===== config.mk =====
export PLATFORM = sky130hd
export DESIGN_NAME = mpf_port_top
export DESIGN_NICKNAME = d
export VERILOG_FILES = /design/src/core/mpf_pkg.sv /design/src/core/mpf_port_top.sv /design/src/core/mpf_sync.sv
export SDC_FILE = /design/constraint.sdc
export NUM_CORES = 1
export LEC_CHECK = 0
export BUFFER_PORTS_ARGS = -buffer_cell sky130_fd_sc_hd__clkbuf_2
export CAP_MARGIN = 20
export CORE_MARGIN = 2
export CORE_UTILIZATION = 50
export CTS_CLUSTER_DIAMETER = 80
export CTS_CLUSTER_SIZE = 20
export DETAILED_ROUTE_END_ITERATION = 7
export GPL_TIMING_DRIVEN = 0
export HOLD_SLACK_MARGIN = 0.12
export PLACE_DENSITY = 0.86
export SLEW_MARGIN = 10
export SYNTH_ARGS = -nofsm -noshare
export SYNTH_HDL_FRONTEND = slang
export SYNTH_SLANG_ARGS = --single-unit

===== constraint.sdc =====
create_clock -name pclk -period 3.4 [get_ports pclk]
set_input_delay 0.51 -clock pclk [delete_from_list [all_inputs] [get_ports pclk]]
set_output_delay 0.51 -clock pclk [all_outputs]
set_load 0.1 [all_outputs]

===== src/core/mpf_pkg.sv =====
// Constants, register map and packed carriers for the port and pin-function block.
// Assumes a single pclk domain and an APB master with 32-bit data.
package mpf_pkg;

	// ************************************************************
	// Register map (byte addresses)
	// ************************************************************
	localparam logic [7:0] OFF_BIT_OUT = 8'h00;
	localparam logic [7:0] OFF_KEY_OUT = 8'h04;
	localparam logic [7:0] OFF_IRQP_OUT = 8'h08;
	localparam logic [7:0] OFF_ANA_OUT = 8'h0c;
	localparam logic [7:0] OFF_PP_OUT = 8'h10;
	localparam logic [7:0] OFF_PP_DIR = 8'h14;
	localparam logic [7:0] OFF_PULL_EN = 8'h18;
	localparam logic [7:0] OFF_WAKE_EN = 8'h1c;
	localparam logic [7:0] OFF_FUNC = 8'h20;
	localparam logic [7:0] OFF_BIT_IN = 8'h24;
	localparam logic [7:0] OFF_KEY_IN = 8'h28;
	localparam logic [7:0] OFF_MISC_IN = 8'h2c;
	localparam logic [7:0] OFF_ANPP_IN = 8'h30;
	localparam logic [7:0] OFF_STATUS = 8'h34;
	localparam logic [7:0] OFF_MASK = 8'h38;

	// ************************************************************
	// Reset values
	// ************************************************************
	localparam logic [7:0] RST_LATCH8 = 8'hff;
	localparam logic [3:0] RST_LATCH4 = 4'hf;
	localparam logic [3:0] RST_DIR = 4'h0;
	localparam logic [7:0] RST_EN8 = 8'h00;
	localparam logic [3:0] RST_ST = 4'h0;

	// ************************************************************
	// Field positions
	// ************************************************************
	localparam int FS_TMR_A_OUT = 0;
	localparam int FS_TMR_B_OUT = 1;
	localparam int FS_CMP_SEL = 2;
	localparam int FS_SCK_OUT = 3;
	localparam int FS_SDO_OUT = 4;
	localparam int BIT_TMR_A = 6;
	localparam int BIT_TMR_B = 7;
	localparam int ST_IRQ_A = 0;
	localparam int ST_IRQ_B = 1;
	localparam int ST_KEY = 2;
	localparam int SER_CLK = 0;
	localparam int SER_DO = 1;
	localparam int SER_DI = 2;

	// ************************************************************
	// Carriers
	// ************************************************************
	typedef struct packed {
		logic rst;
		logic dde;
		logic [3:0] push_pull;
		logic [3:0] analog;
		logic [3:0] irqp;
		logic [2:0] serial;
		logic [3:0] key_b;
		logic [3:0] key_a;
		logic [7:0] bits;
	} mpf_pin_in_t;

	typedef struct packed {
		mpf_pin_in_t s1;
		mpf_pin_in_t s2;
		mpf_pin_in_t s3;
		mpf_pin_in_t stable;
	} mpf_sync_t;

	typedef struct packed {
		logic [7:0] bit_out;
		logic [7:0] key_out;
		logic [3:0] irqp_out;
		logic [3:0] ana_out;
		logic [3:0] pp_out;
		logic [3:0] pp_dir;
		logic [7:0] pull_en;
		logic [7:0] wake_en;
		logic [7:0] func;
		logic [3:0] status;
		logic [3:0] mask;
		logic [31:0] prdata;
		logic tog_a;
		logic tog_b;
		logic [1:0] prev_irq;
		logic sck_o;
		logic sdo_o;
		logic rst_drive;
		logic wake_req;
		logic irq;
	} mpf_state_t;

endpackage


===== src/core/mpf_port_top.sv =====
// Port and pin-function logic with an APB register file.
// Assumes pads resolve each pin from out and oe, and peripherals share pclk.
//
// What this block does
// - Each of the eight bit-port pins has its own open-drain latch and reads input while it holds one.
// - Both key nibble ports act as four-bit open-drain ports that read input when the latch is one.
// - Every key port pin has a pull-up and a key-on wakeup, each switched by a software bit.
// - The interrupt nibble port is open-drain and its two lowest pins feed the two external interrupts.
// - The analog nibble port is open-drain and its pins double as the upper four analog inputs.
// - The push-pull nibble port has a direction bit per pin, zero for input and one for output.
// - Timer pin A feeds the second timer count input and can drive the first timer underflow halved.
// - Timer pin B feeds the fourth timer count input and can drive the third timer underflow halved.
// - The reset pin is open-drain and is pulled low when the watchdog or drop detector resets.
// - The external interrupt pins raise requests and also wake the system from RAM back-up.
// - The three shared input pins carry serial clock, serial data out and serial data in in that order.
// - The lower analog inputs go to two comparators only while software selects the comparator.
// - The serial clock pin is input or output and the data pins shift data under software control.
// - After reset all push-pull direction bits are zero so the port starts as input.
// - Port input reads of shared pins work while any alternate function is selected.
`timescale 1ns/1ps
module mpf_port_top (
	input wire logic pclk,
	input wire logic presetn,
	input wire logic psel,
	input wire logic penable,
	input wire logic pwrite,
	input wire logic [7:0] paddr,
	input wire logic [31:0] pwdata,
	output logic [31:0] prdata,
	output logic pready,
	output logic pslverr,
	input wire logic [7:0] bit_port_pins_in,
	output logic [7:0] bit_port_pins_out,
	output logic [7:0] bit_port_pins_oe,
	input wire logic [3:0] key_port_a_pins_in,
	output logic [3:0] key_port_a_pins_out,
	output logic [3:0] key_port_a_pins_oe,
	output logic [3:0] key_port_a_pullup_en,
	input wire logic [3:0] key_port_b_pins_in,
	output logic [3:0] key_port_b_pins_out,
	output logic [3:0] key_port_b_pins_oe,
	output logic [3:0] key_port_b_pullup_en,
	input wire logic [2:0] serial_shared_input_pins_in,
	output logic serial_clk_pin_out,
	output logic serial_clk_pin_oe,
	output logic serial_data_pin_out,
	output logic serial_data_pin_oe,
	input wire logic [3:0] interrupt_shared_port_pins_in,
	output logic [3:0] interrupt_shared_port_pins_out,
	output logic [3:0] interrupt_shared_port_pins_oe,
	input wire logic [3:0] analog_shared_port_pins_in,
	output logic [3:0] analog_shared_port_pins_out,
	output logic [3:0] analog_shared_port_pins_oe,
	input wire logic [3:0] push_pull_port_pins_in,
	output logic [3:0] push_pull_port_pins_out,
	output logic [3:0] push_pull_port_pins_oe,
	input wire logic reset_pin_in,
	output logic reset_pin_out,
	output logic reset_pin_oe,
	output logic reset_pin_level,
	input wire logic drop_detector_enable_pin,
	output logic drop_detector_run,
	input wire logic timer1_underflow,
	input wire logic timer3_underflow,
	output logic timer2_count_in,
	output logic timer4_count_in,
	input wire logic sio_clk_out,
	input wire logic sio_data_out,
	output logic sio_clk_in,
	output logic sio_data_in,
	output logic ext_irq_a,
	output logic ext_irq_b,
	output logic comparator_select,
	input wire logic wdt_reset_req,
	input wire logic vdd_reset_req,
	input wire logic ram_backup,
	output logic wake_request,
	output logic irq
);

	mpf_pkg::mpf_state_t state_reg;
	mpf_pkg::mpf_state_t state_next;
	mpf_pkg::mpf_pin_in_t raw_in;
	mpf_pkg::mpf_pin_in_t pin;

	// ************************************************************
	// Decode helpers
	// ************************************************************
	function automatic logic addr_mapped(input logic [7:0] a);
		logic hit;
		hit = 1'b0;
		if (a == mpf_pkg::OFF_BIT_OUT) begin
			hit = 1'b1;
		end else if (a == mpf_pkg::OFF_KEY_OUT) begin
			hit = 1'b1;
		end else if (a == mpf_pkg::OFF_IRQP_OUT) begin
			hit = 1'b1;
		end else if (a == mpf_pkg::OFF_ANA_OUT) begin
			hit = 1'b1;
		end else if (a == mpf_pkg::OFF_PP_OUT) begin
			hit = 1'b1;
		end else if (a == mpf_pkg::OFF_PP_DIR) begin
			hit = 1'b1;
		end else if (a == mpf_pkg::OFF_PULL_EN) begin
			hit = 1'b1;
		end else if (a == mpf_pkg::OFF_WAKE_EN) begin
			hit = 1'b1;
		end else if (a == mpf_pkg::OFF_FUNC) begin
			hit = 1'b1;
		end else if (a == mpf_pkg::OFF_BIT_IN) begin
			hit = 1'b1;
		end else if (a == mpf_pkg::OFF_KEY_IN) begin
			hit = 1'b1;
		end else if (a == mpf_pkg::OFF_MISC_IN) begin
			hit = 1'b1;
		end else if (a == mpf_pkg::OFF_ANPP_IN) begin
			hit = 1'b1;
		end else if (a == mpf_pkg::OFF_STATUS) begin
			hit = 1'b1;
		end else if (a == mpf_pkg::OFF_MASK) begin
			hit = 1'b1;
		end
		return hit;
	endfunction

	// An open-drain pin drives only its low level, so the enable is the inverted latch.
	function automatic logic [7:0] od_enable(input logic [7:0] latch);
		return ~latch;
	endfunction

	// ************************************************************
	// Input synchronisation
	// ************************************************************
	always_comb begin
		raw_in.rst = reset_pin_in;
		raw_in.dde = drop_detector_enable_pin;
		raw_in.push_pull = push_pull_port_pins_in;
		raw_in.analog = analog_shared_port_pins_in;
		raw_in.irqp = interrupt_shared_port_pins_in;
		raw_in.serial = serial_shared_input_pins_in;
		raw_in.key_b = key_port_b_pins_in;
		raw_in.key_a = key_port_a_pins_in;
		raw_in.bits = bit_port_pins_in;
	end

	mpf_sync u_sync (
		.pclk(pclk),
		.presetn(presetn),
		.async_in(raw_in),
		.stable_out(pin)
	);

	// ************************************************************
	// Next-state logic
	// ************************************************************
	logic setup_ph;
	logic access_ph;
	logic [3:0] events;
	logic [7:0] key_low;
	logic [7:0] key_latch;

	always_comb begin
		setup_ph = psel & ~penable;
		access_ph = psel & penable;
		state_next = state_reg;

		// Timer toggles divide the underflow pulses by two.
		state_next.tog_a = state_reg.tog_a ^ timer1_underflow;
		state_next.tog_b = state_reg.tog_b ^ timer3_underflow;

		// Serial output data is retimed so the pin never sees a peripheral glitch.
		state_next.sck_o = sio_clk_out;
		state_next.sdo_o = sio_data_out;

		// Either system-reset source pulls the reset pin low.
		state_next.rst_drive = wdt_reset_req | vdd_reset_req;

		// Key wake needs the latch at one, since a pin held low by its own latch is no key.
		key_latch = state_reg.key_out;
		key_low = ~{pin.key_b, pin.key_a} & key_latch & state_reg.wake_en;

		events = '0;
		events[mpf_pkg::ST_IRQ_A] = pin.irqp[0] & ~state_reg.prev_irq[0];
		events[mpf_pkg::ST_IRQ_B] = pin.irqp[1] & ~state_reg.prev_irq[1];
		events[mpf_pkg::ST_KEY] = |key_low;
		state_next.prev_irq = pin.irqp[1:0];

		// Wake from back-up on an interrupt edge or a pressed key.
		state_next.wake_req = ram_backup & (|events);

		// Read data is captured in the setup cycle so prdata comes from a flip-flop.
		if (setup_ph && !pwrite) begin
			state_next.prdata = '0;
			if (paddr == mpf_pkg::OFF_BIT_OUT) begin
				state_next.prdata[7:0] = state_reg.bit_out;
			end else if (paddr == mpf_pkg::OFF_KEY_OUT) begin
				state_next.prdata[7:0] = state_reg.key_out;
			end else if (paddr == mpf_pkg::OFF_IRQP_OUT) begin
				state_next.prdata[3:0] = state_reg.irqp_out;
			end else if (paddr == mpf_pkg::OFF_ANA_OUT) begin
				state_next.prdata[3:0] = state_reg.ana_out;
			end else if (paddr == mpf_pkg::OFF_PP_OUT) begin
				state_next.prdata[3:0] = state_reg.pp_out;
			end else if (paddr == mpf_pkg::OFF_PP_DIR) begin
				state_next.prdata[3:0] = state_reg.pp_dir;
			end else if (paddr == mpf_pkg::OFF_PULL_EN) begin
				state_next.prdata[7:0] = state_reg.pull_en;
			end else if (paddr == mpf_pkg::OFF_WAKE_EN) begin
				state_next.prdata[7:0] = state_reg.wake_en;
			end else if (paddr == mpf_pkg::OFF_FUNC) begin
				state_next.prdata[7:0] = state_reg.func;
			end else if (paddr == mpf_pkg::OFF_BIT_IN) begin
				state_next.prdata[7:0] = pin.bits;
			end else if (paddr == mpf_pkg::OFF_KEY_IN) begin
				state_next.prdata[7:0] = {pin.key_b, pin.key_a};
			end else if (paddr == mpf_pkg::OFF_MISC_IN) begin
				state_next.prdata[7:0] = {pin.irqp, 1'b0, pin.serial};
			end else if (paddr == mpf_pkg::OFF_ANPP_IN) begin
				state_next.prdata[7:0] = {pin.push_pull, pin.analog};
			end else if (paddr == mpf_pkg::OFF_STATUS) begin
				state_next.prdata[3:0] = state_reg.status;
			end else if (paddr == mpf_pkg::OFF_MASK) begin
				state_next.prdata[3:0] = state_reg.mask;
			end
		end

		// A read clears only the bits it returned, and a new event in that cycle still sets.
		if (access_ph && !pwrite && paddr == mpf_pkg::OFF_STATUS) begin
			state_next.status = (state_reg.status & ~state_reg.prdata[3:0]) | events;
		end else begin
			state_next.status = state_reg.status | events;
		end

		if (access_ph && pwrite) begin
			if (paddr == mpf_pkg::OFF_BIT_OUT) begin
				state_next.bit_out = pwdata[7:0];
			end else if (paddr == mpf_pkg::OFF_KEY_OUT) begin
				state_next.key_out = pwdata[7:0];
			end else if (paddr == mpf_pkg::OFF_IRQP_OUT) begin
				state_next.irqp_out = pwdata[3:0];
			end else if (paddr == mpf_pkg::OFF_ANA_OUT) begin
				state_next.ana_out = pwdata[3:0];
			end else if (paddr == mpf_pkg::OFF_PP_OUT) begin
				state_next.pp_out = pwdata[3:0];
			end else if (paddr == mpf_pkg::OFF_PP_DIR) begin
				state_next.pp_dir = pwdata[3:0];
			end else if (paddr == mpf_pkg::OFF_PULL_EN) begin
				state_next.pull_en = pwdata[7:0];
			end else if (paddr == mpf_pkg::OFF_WAKE_EN) begin
				state_next.wake_en = pwdata[7:0];
			end else if (paddr == mpf_pkg::OFF_FUNC) begin
				state_next.func = pwdata[7:0];
			end else if (paddr == mpf_pkg::OFF_MASK) begin
				state_next.mask = pwdata[3:0];
			end
		end

		state_next.irq = |(state_next.status & state_next.mask);
	end

	// ************************************************************
	// State register
	// ************************************************************
	always_ff @(posedge pclk or negedge presetn) begin
		if (!presetn) begin
			state_reg.bit_out <= mpf_pkg::RST_LATCH8;
			state_reg.key_out <= mpf_pkg::RST_LATCH8;
			state_reg.irqp_out <= mpf_pkg::RST_LATCH4;
			state_reg.ana_out <= mpf_pkg::RST_LATCH4;
			state_reg.pp_out <= mpf_pkg::RST_DIR;
			state_reg.pp_dir <= mpf_pkg::RST_DIR;
			state_reg.pull_en <= mpf_pkg::RST_EN8;
			state_reg.wake_en <= mpf_pkg::RST_EN8;
			state_reg.func <= mpf_pkg::RST_EN8;
			state_reg.status <= mpf_pkg::RST_ST;
			state_reg.mask <= mpf_pkg::RST_ST;
			state_reg.prdata <= '0;
			state_reg.tog_a <= 1'b0;
			state_reg.tog_b <= 1'b0;
			state_reg.prev_irq <= '0;
			state_reg.sck_o <= 1'b0;
			state_reg.sdo_o <= 1'b0;
			state_reg.rst_drive <= 1'b0;
			state_reg.wake_req <= 1'b0;
			state_reg.irq <= 1'b0;
		end else begin
			state_reg <= state_next;
		end
	end

	// ************************************************************
	// Pin and peripheral outputs
	// ************************************************************
	logic [7:0] bit_eff;

	always_comb begin
		bit_eff = state_reg.bit_out;
		// The timer output ANDs with the latch, so a zero latch still holds the pin low.
		if (state_reg.func[mpf_pkg::FS_TMR_A_OUT]) begin
			bit_eff[mpf_pkg::BIT_TMR_A] = state_reg.bit_out[mpf_pkg::BIT_TMR_A] & state_reg.tog_a;
		end
		if (state_reg.func[mpf_pkg::FS_TMR_B_OUT]) begin
			bit_eff[mpf_pkg::BIT_TMR_B] = state_reg.bit_out[mpf_pkg::BIT_TMR_B] & state_reg.tog_b;
		end
	end

	assign prdata = state_reg.prdata;
	assign pready = psel & penable;
	assign pslverr = psel & penable & ~addr_mapped(paddr);

	assign bit_port_pins_out = '0;
	assign bit_port_pins_oe = od_enable(bit_eff);
	assign key_port_a_pins_out = '0;
	assign key_port_a_pins_oe = ~state_reg.key_out[3:0];
	assign key_port_a_pullup_en = state_reg.pull_en[3:0];
	assign key_port_b_pins_out = '0;
	assign key_port_b_pins_oe = ~state_reg.key_out[7:4];
	assign key_port_b_pullup_en = state_reg.pull_en[7:4];
	assign interrupt_shared_port_pins_out = '0;
	assign interrupt_shared_port_pins_oe = ~state_reg.irqp_out;
	assign analog_shared_port_pins_out = '0;
	assign analog_shared_port_pins_oe = ~state_reg.ana_out;
	assign push_pull_port_pins_out = state_reg.pp_out;
	assign push_pull_port_pins_oe = state_reg.pp_dir;

	assign serial_clk_pin_out = state_reg.sck_o;
	assign serial_clk_pin_oe = state_reg.func[mpf_pkg::FS_SCK_OUT];
	assign serial_data_pin_out = state_reg.sdo_o;
	assign serial_data_pin_oe = state_reg.func[mpf_pkg::FS_SDO_OUT];
	assign sio_clk_in = pin.serial[mpf_pkg::SER_CLK];
	assign sio_data_in = pin.serial[mpf_pkg::SER_DI];

	assign reset_pin_out = 1'b0;
	assign reset_pin_oe = state_reg.rst_drive;
	assign reset_pin_level = pin.rst;
	assign drop_detector_run = pin.dde;

	assign timer2_count_in = pin.bits[mpf_pkg::BIT_TMR_A];
	assign timer4_count_in = pin.bits[mpf_pkg::BIT_TMR_B];
	assign ext_irq_a = pin.irqp[0];
	assign ext_irq_b = pin.irqp[1];
	assign comparator_select = state_reg.func[mpf_pkg::FS_CMP_SEL];
	assign wake_request = state_reg.wake_req;
	assign irq = state_reg.irq;

endmodule


===== src/core/mpf_sync.sv =====
// Three-stage synchroniser for every pin input of the port block.
// Assumes inputs are asynchronous to pclk.
`timescale 1ns/1ps
module mpf_sync (
	input wire logic pclk,
	input wire logic presetn,
	input wire mpf_pkg::mpf_pin_in_t async_in,
	output mpf_pkg::mpf_pin_in_t stable_out
);

	mpf_pkg::mpf_sync_t state_reg;
	mpf_pkg::mpf_sync_t state_next;

	// ************************************************************
	// Filter
	// ************************************************************
	// A bit moves only when stages two and three agree, which rejects one-cycle glitches.
	always_comb begin
		state_next = state_reg;
		state_next.s1 = async_in;
		state_next.s2 = state_reg.s1;
		state_next.s3 = state_reg.s2;
		state_next.stable = (state_reg.s2 & state_reg.s3) |
			(state_reg.stable & (state_reg.s2 | state_reg.s3));
	end

	always_ff @(posedge pclk or negedge presetn) begin
		if (!presetn) begin
			state_reg <= '0;
		end else begin
			state_reg <= state_next;
		end
	end

	assign stable_out = state_reg.stable;

endmodule


==> results.sh <==
export IMPL_yosys_warnings=0
export IMPL_gp_congestion=0.948
export IMPL_synthToLayoutAreaGrowth_pct=19.1
export IMPL_drt_iter0_drc=559
export IMPL_critPathRequiredTime_ns=2.89
export IMPL_synth_enable_flop_cells=0
export IMPL_fillCellCount=1402
export IMPL_tritoncts_num_buffers=14
export IMPL_layout_min_cycle_time_ns=2.94
export IMPL_drtPass1Iterations=5
export IMPL_cts_htree_levels=1
export IMPL_ys_ff_latch=213
export IMPL_dr_total_vias=5849
export IMPL_cp_max_fo=10
export IMPL_layout_common_cells="dfrtp_1, clkbuf_2, buf_4"
export IMPL_via_per_inst=5.33
export IMPL_synthCells=669
export IMPL_multi_input_comb_area_um2=2730
export IMPL_numPortBuffers=114
export IMPL_dp_hpwl_um=15700
export IMPL_drive_gt1_frac=0.368
export IMPL_period_share=0.864
export IMPL_hold_path_class="in2reg"
export IMPL_yosys_most_used_dff="dfrtp_1"
export IMPL_worstSkewPairLatency_ns=0.49
export IMPL_drc_errors=0
export IMPL_irDropWorstVdd_mv=0.368
export IMPL_grt_pass1_wl_um=33500
export IMPL_num_rows=48
export IMPL_status="completed"
export IMPL_worst_pin_slew_ns=1.01
export IMPL_final_util=0.605
export IMPL_dieWidth_um=136
export IMPL_synthArstFlopShare=1.00
export IMPL_rsz0062_at_grt="false"
export IMPL_final_antenna_net_count=0
export IMPL_synth_area_per_cell_um2=13.0
export IMPL_start_kind="primary input"
export IMPL_crit_type="in2out"
export IMPL_wl_per_cell_um=20.0
export IMPL_n_antenna_cell=0
export IMPL_wirelength_um=22000
export IMPL_ff_latch_area_um2=5360
export IMPL_finalHoldViolations=0
export IMPL_grt_remaining_overflow=0
export IMPL_worstPathArrival_ns=2.43
export IMPL_grt_usage=0.241
export IMPL_tns_ns=0
export IMPL_nets=950
export IMPL_clock_skew_ns=0.0293
export IMPL_maxCapViolCount=0
export IMPL_hold_ws_ns=0.130
export IMPL_p_leak_nw=4.88
export IMPL_slew_headroom=0.327
export IMPL_syn_area_um2=8730
export IMPL_core_region_area_um2=17200
export IMPL_initial_utilization=0.508
export IMPL_final_common_cell="dfrtp_1"
export IMPL_cts_tree="yes"
export IMPL_largest_reg_flops=66
export IMPL_end_kind="output pin"
export IMPL_setup_viol=0
export IMPL_power_density_nw_per_um2=518
export IMPL_dieArea_um2=18500
export IMPL_cts_setup_buffers=0
export IMPL_cts_buffer_depth=3
export IMPL_antenna_found_initial=1
export IMPL_cts_root_buf="clkbuf_16"
export IMPL_ys_types=71
export IMPL_die_y_um=136
export IMPL_grt_pass1_vias=5801
export IMPL_cts_num_sinks=213
export IMPL_clk_pin_slew_ns=0.08
export IMPL_ff2ff_setup_slack_ns=1.69
export IMPL_seq_area_frac_synth=0.614
export IMPL_cts_resized=0
export IMPL_io_pins=200
export IMPL_grt_max_degree=95
export IMPL_maxSlewViolCount=0
export IMPL_max_freq_mhz=340
worst paths after layout:
path	startpoint	cells after the start	endpoint
max reg2reg	state_reg[60]	5	irq
min in group asynchronous	presetn	2	u_sync.state_next[35]
min	bit_port_pins_in[6]	1	u_sync.state_next[72]
min reg2reg	u_sync.state_next[78]	0	u_sync.state_next[45]
max	paddr[2]	6	pslverr
max in group asynchronous	presetn	4	key_latch[2]
logic make-up (layout without fill, tap and decap cells):
group | count (synthesis) | in the layout | synth area share
AOI/OAI and AO/OA | 102 | 102 | 0.0795
xor gates and xnor gates | 2 | 2 | 0.00201
adders and majority gates | 33 | 33 | 0.0378
buffers and inverters | 137 | 293 | 0.0942
DFF | 213 | 213 | 0.614
muxes | 69 | 69 | 0.0927
other | 1 | 49 | 0.000430
and+or+nand+nor | 112 | 112 | 0.0793
Yosys cell counts, types with 5 or more instances:
master | number | share of area
mux2_1 | 6 | 0.0077
nor3_1 | 5 | 0.0029
clkbuf_1 | 10 | 0.0043
buf_2 | 12 | 0.0069
o22ai_1 | 9 | 0.0064
buf_4 | 74 | 0.064
nand3_1 | 20 | 0.011
or4_1 | 5 | 0.0043
maj3_1 | 33 | 0.038
nor2b_1 | 6 | 0.0043
dfstp_2 | 24 | 0.072
buf_1 | 6 | 0.0026
nand2_1 | 23 | 0.0099
mux2i_1 | 7 | 0.0080
o211ai_1 | 5 | 0.0043
a21oi_1 | 17 | 0.0097
mux2_2 | 51 | 0.066
o21ai_0 | 22 | 0.013
a211oi_1 | 5 | 0.0043
inv_1 | 32 | 0.014
dfrtp_1 | 189 | 0.54
nor2_1 | 16 | 0.0069
through the flow:
step                power (mW)  std cells  cell area, µm²  setup slack (ns)
floorplan                 3.55        717            8910            0.0538
global placement          3.76       1056            9760             -2.17
detailed placement        3.78       1058            9830             0.304
CTS                       5.42       1094           10400             0.525
global route              5.57       1098           10400             0.373
finish                    5.39       1098           10400             0.462
metal layers:
| metal | global-route usage | vias up | wire length, µm |
|---|---|---|---|
| met3 | 0.0503 | 53 | 1740 |
| li1 | - | 2606 | - |
| met5 | 0 | - | 0 |
| met4 | 0.0764 | 0 | 765 |
| met2 | 0.391 | 268 | 10400 |
| met1 | 0.328 | 2922 | 9060 |
timing repair:
item	4_1_cts	5_1_grt
hold buffers	12	2
endpoints found under the setup margin	0	0
endpoints found under the hold margin	42	2
final cells by class:
cell class              count  area share
inverters                  33      0.0119
plain buffers             104      0.0672
well taps                 225      0.0271
flip-flops and latches    213       0.516
clock buffers              22      0.0376
multi-input cells         367       0.262
repair buffers            132      0.0760
clock inverters             2     0.00229
report_power, final:
| part | internal (mW) | leakage [nW] | total (mW) | switching [mW] |
|---|---|---|---|---|
| Clock | 0.805 | 0.195 | 1.63 | 0.829 |
| Combinational | 0.223 | 2.17 | 0.974 | 0.751 |
| Sequential | 2.68 | 2.52 | 2.78 | 0.0974 |
critical path: stages:
cell	delay [ns]
buf_2	0.21
buf_1	0.55
and2_1	0.35
nand3_1	0.10
a31oi_1	0.21
clkbuf_2	0.48
(Power assumes the default switching activity.)
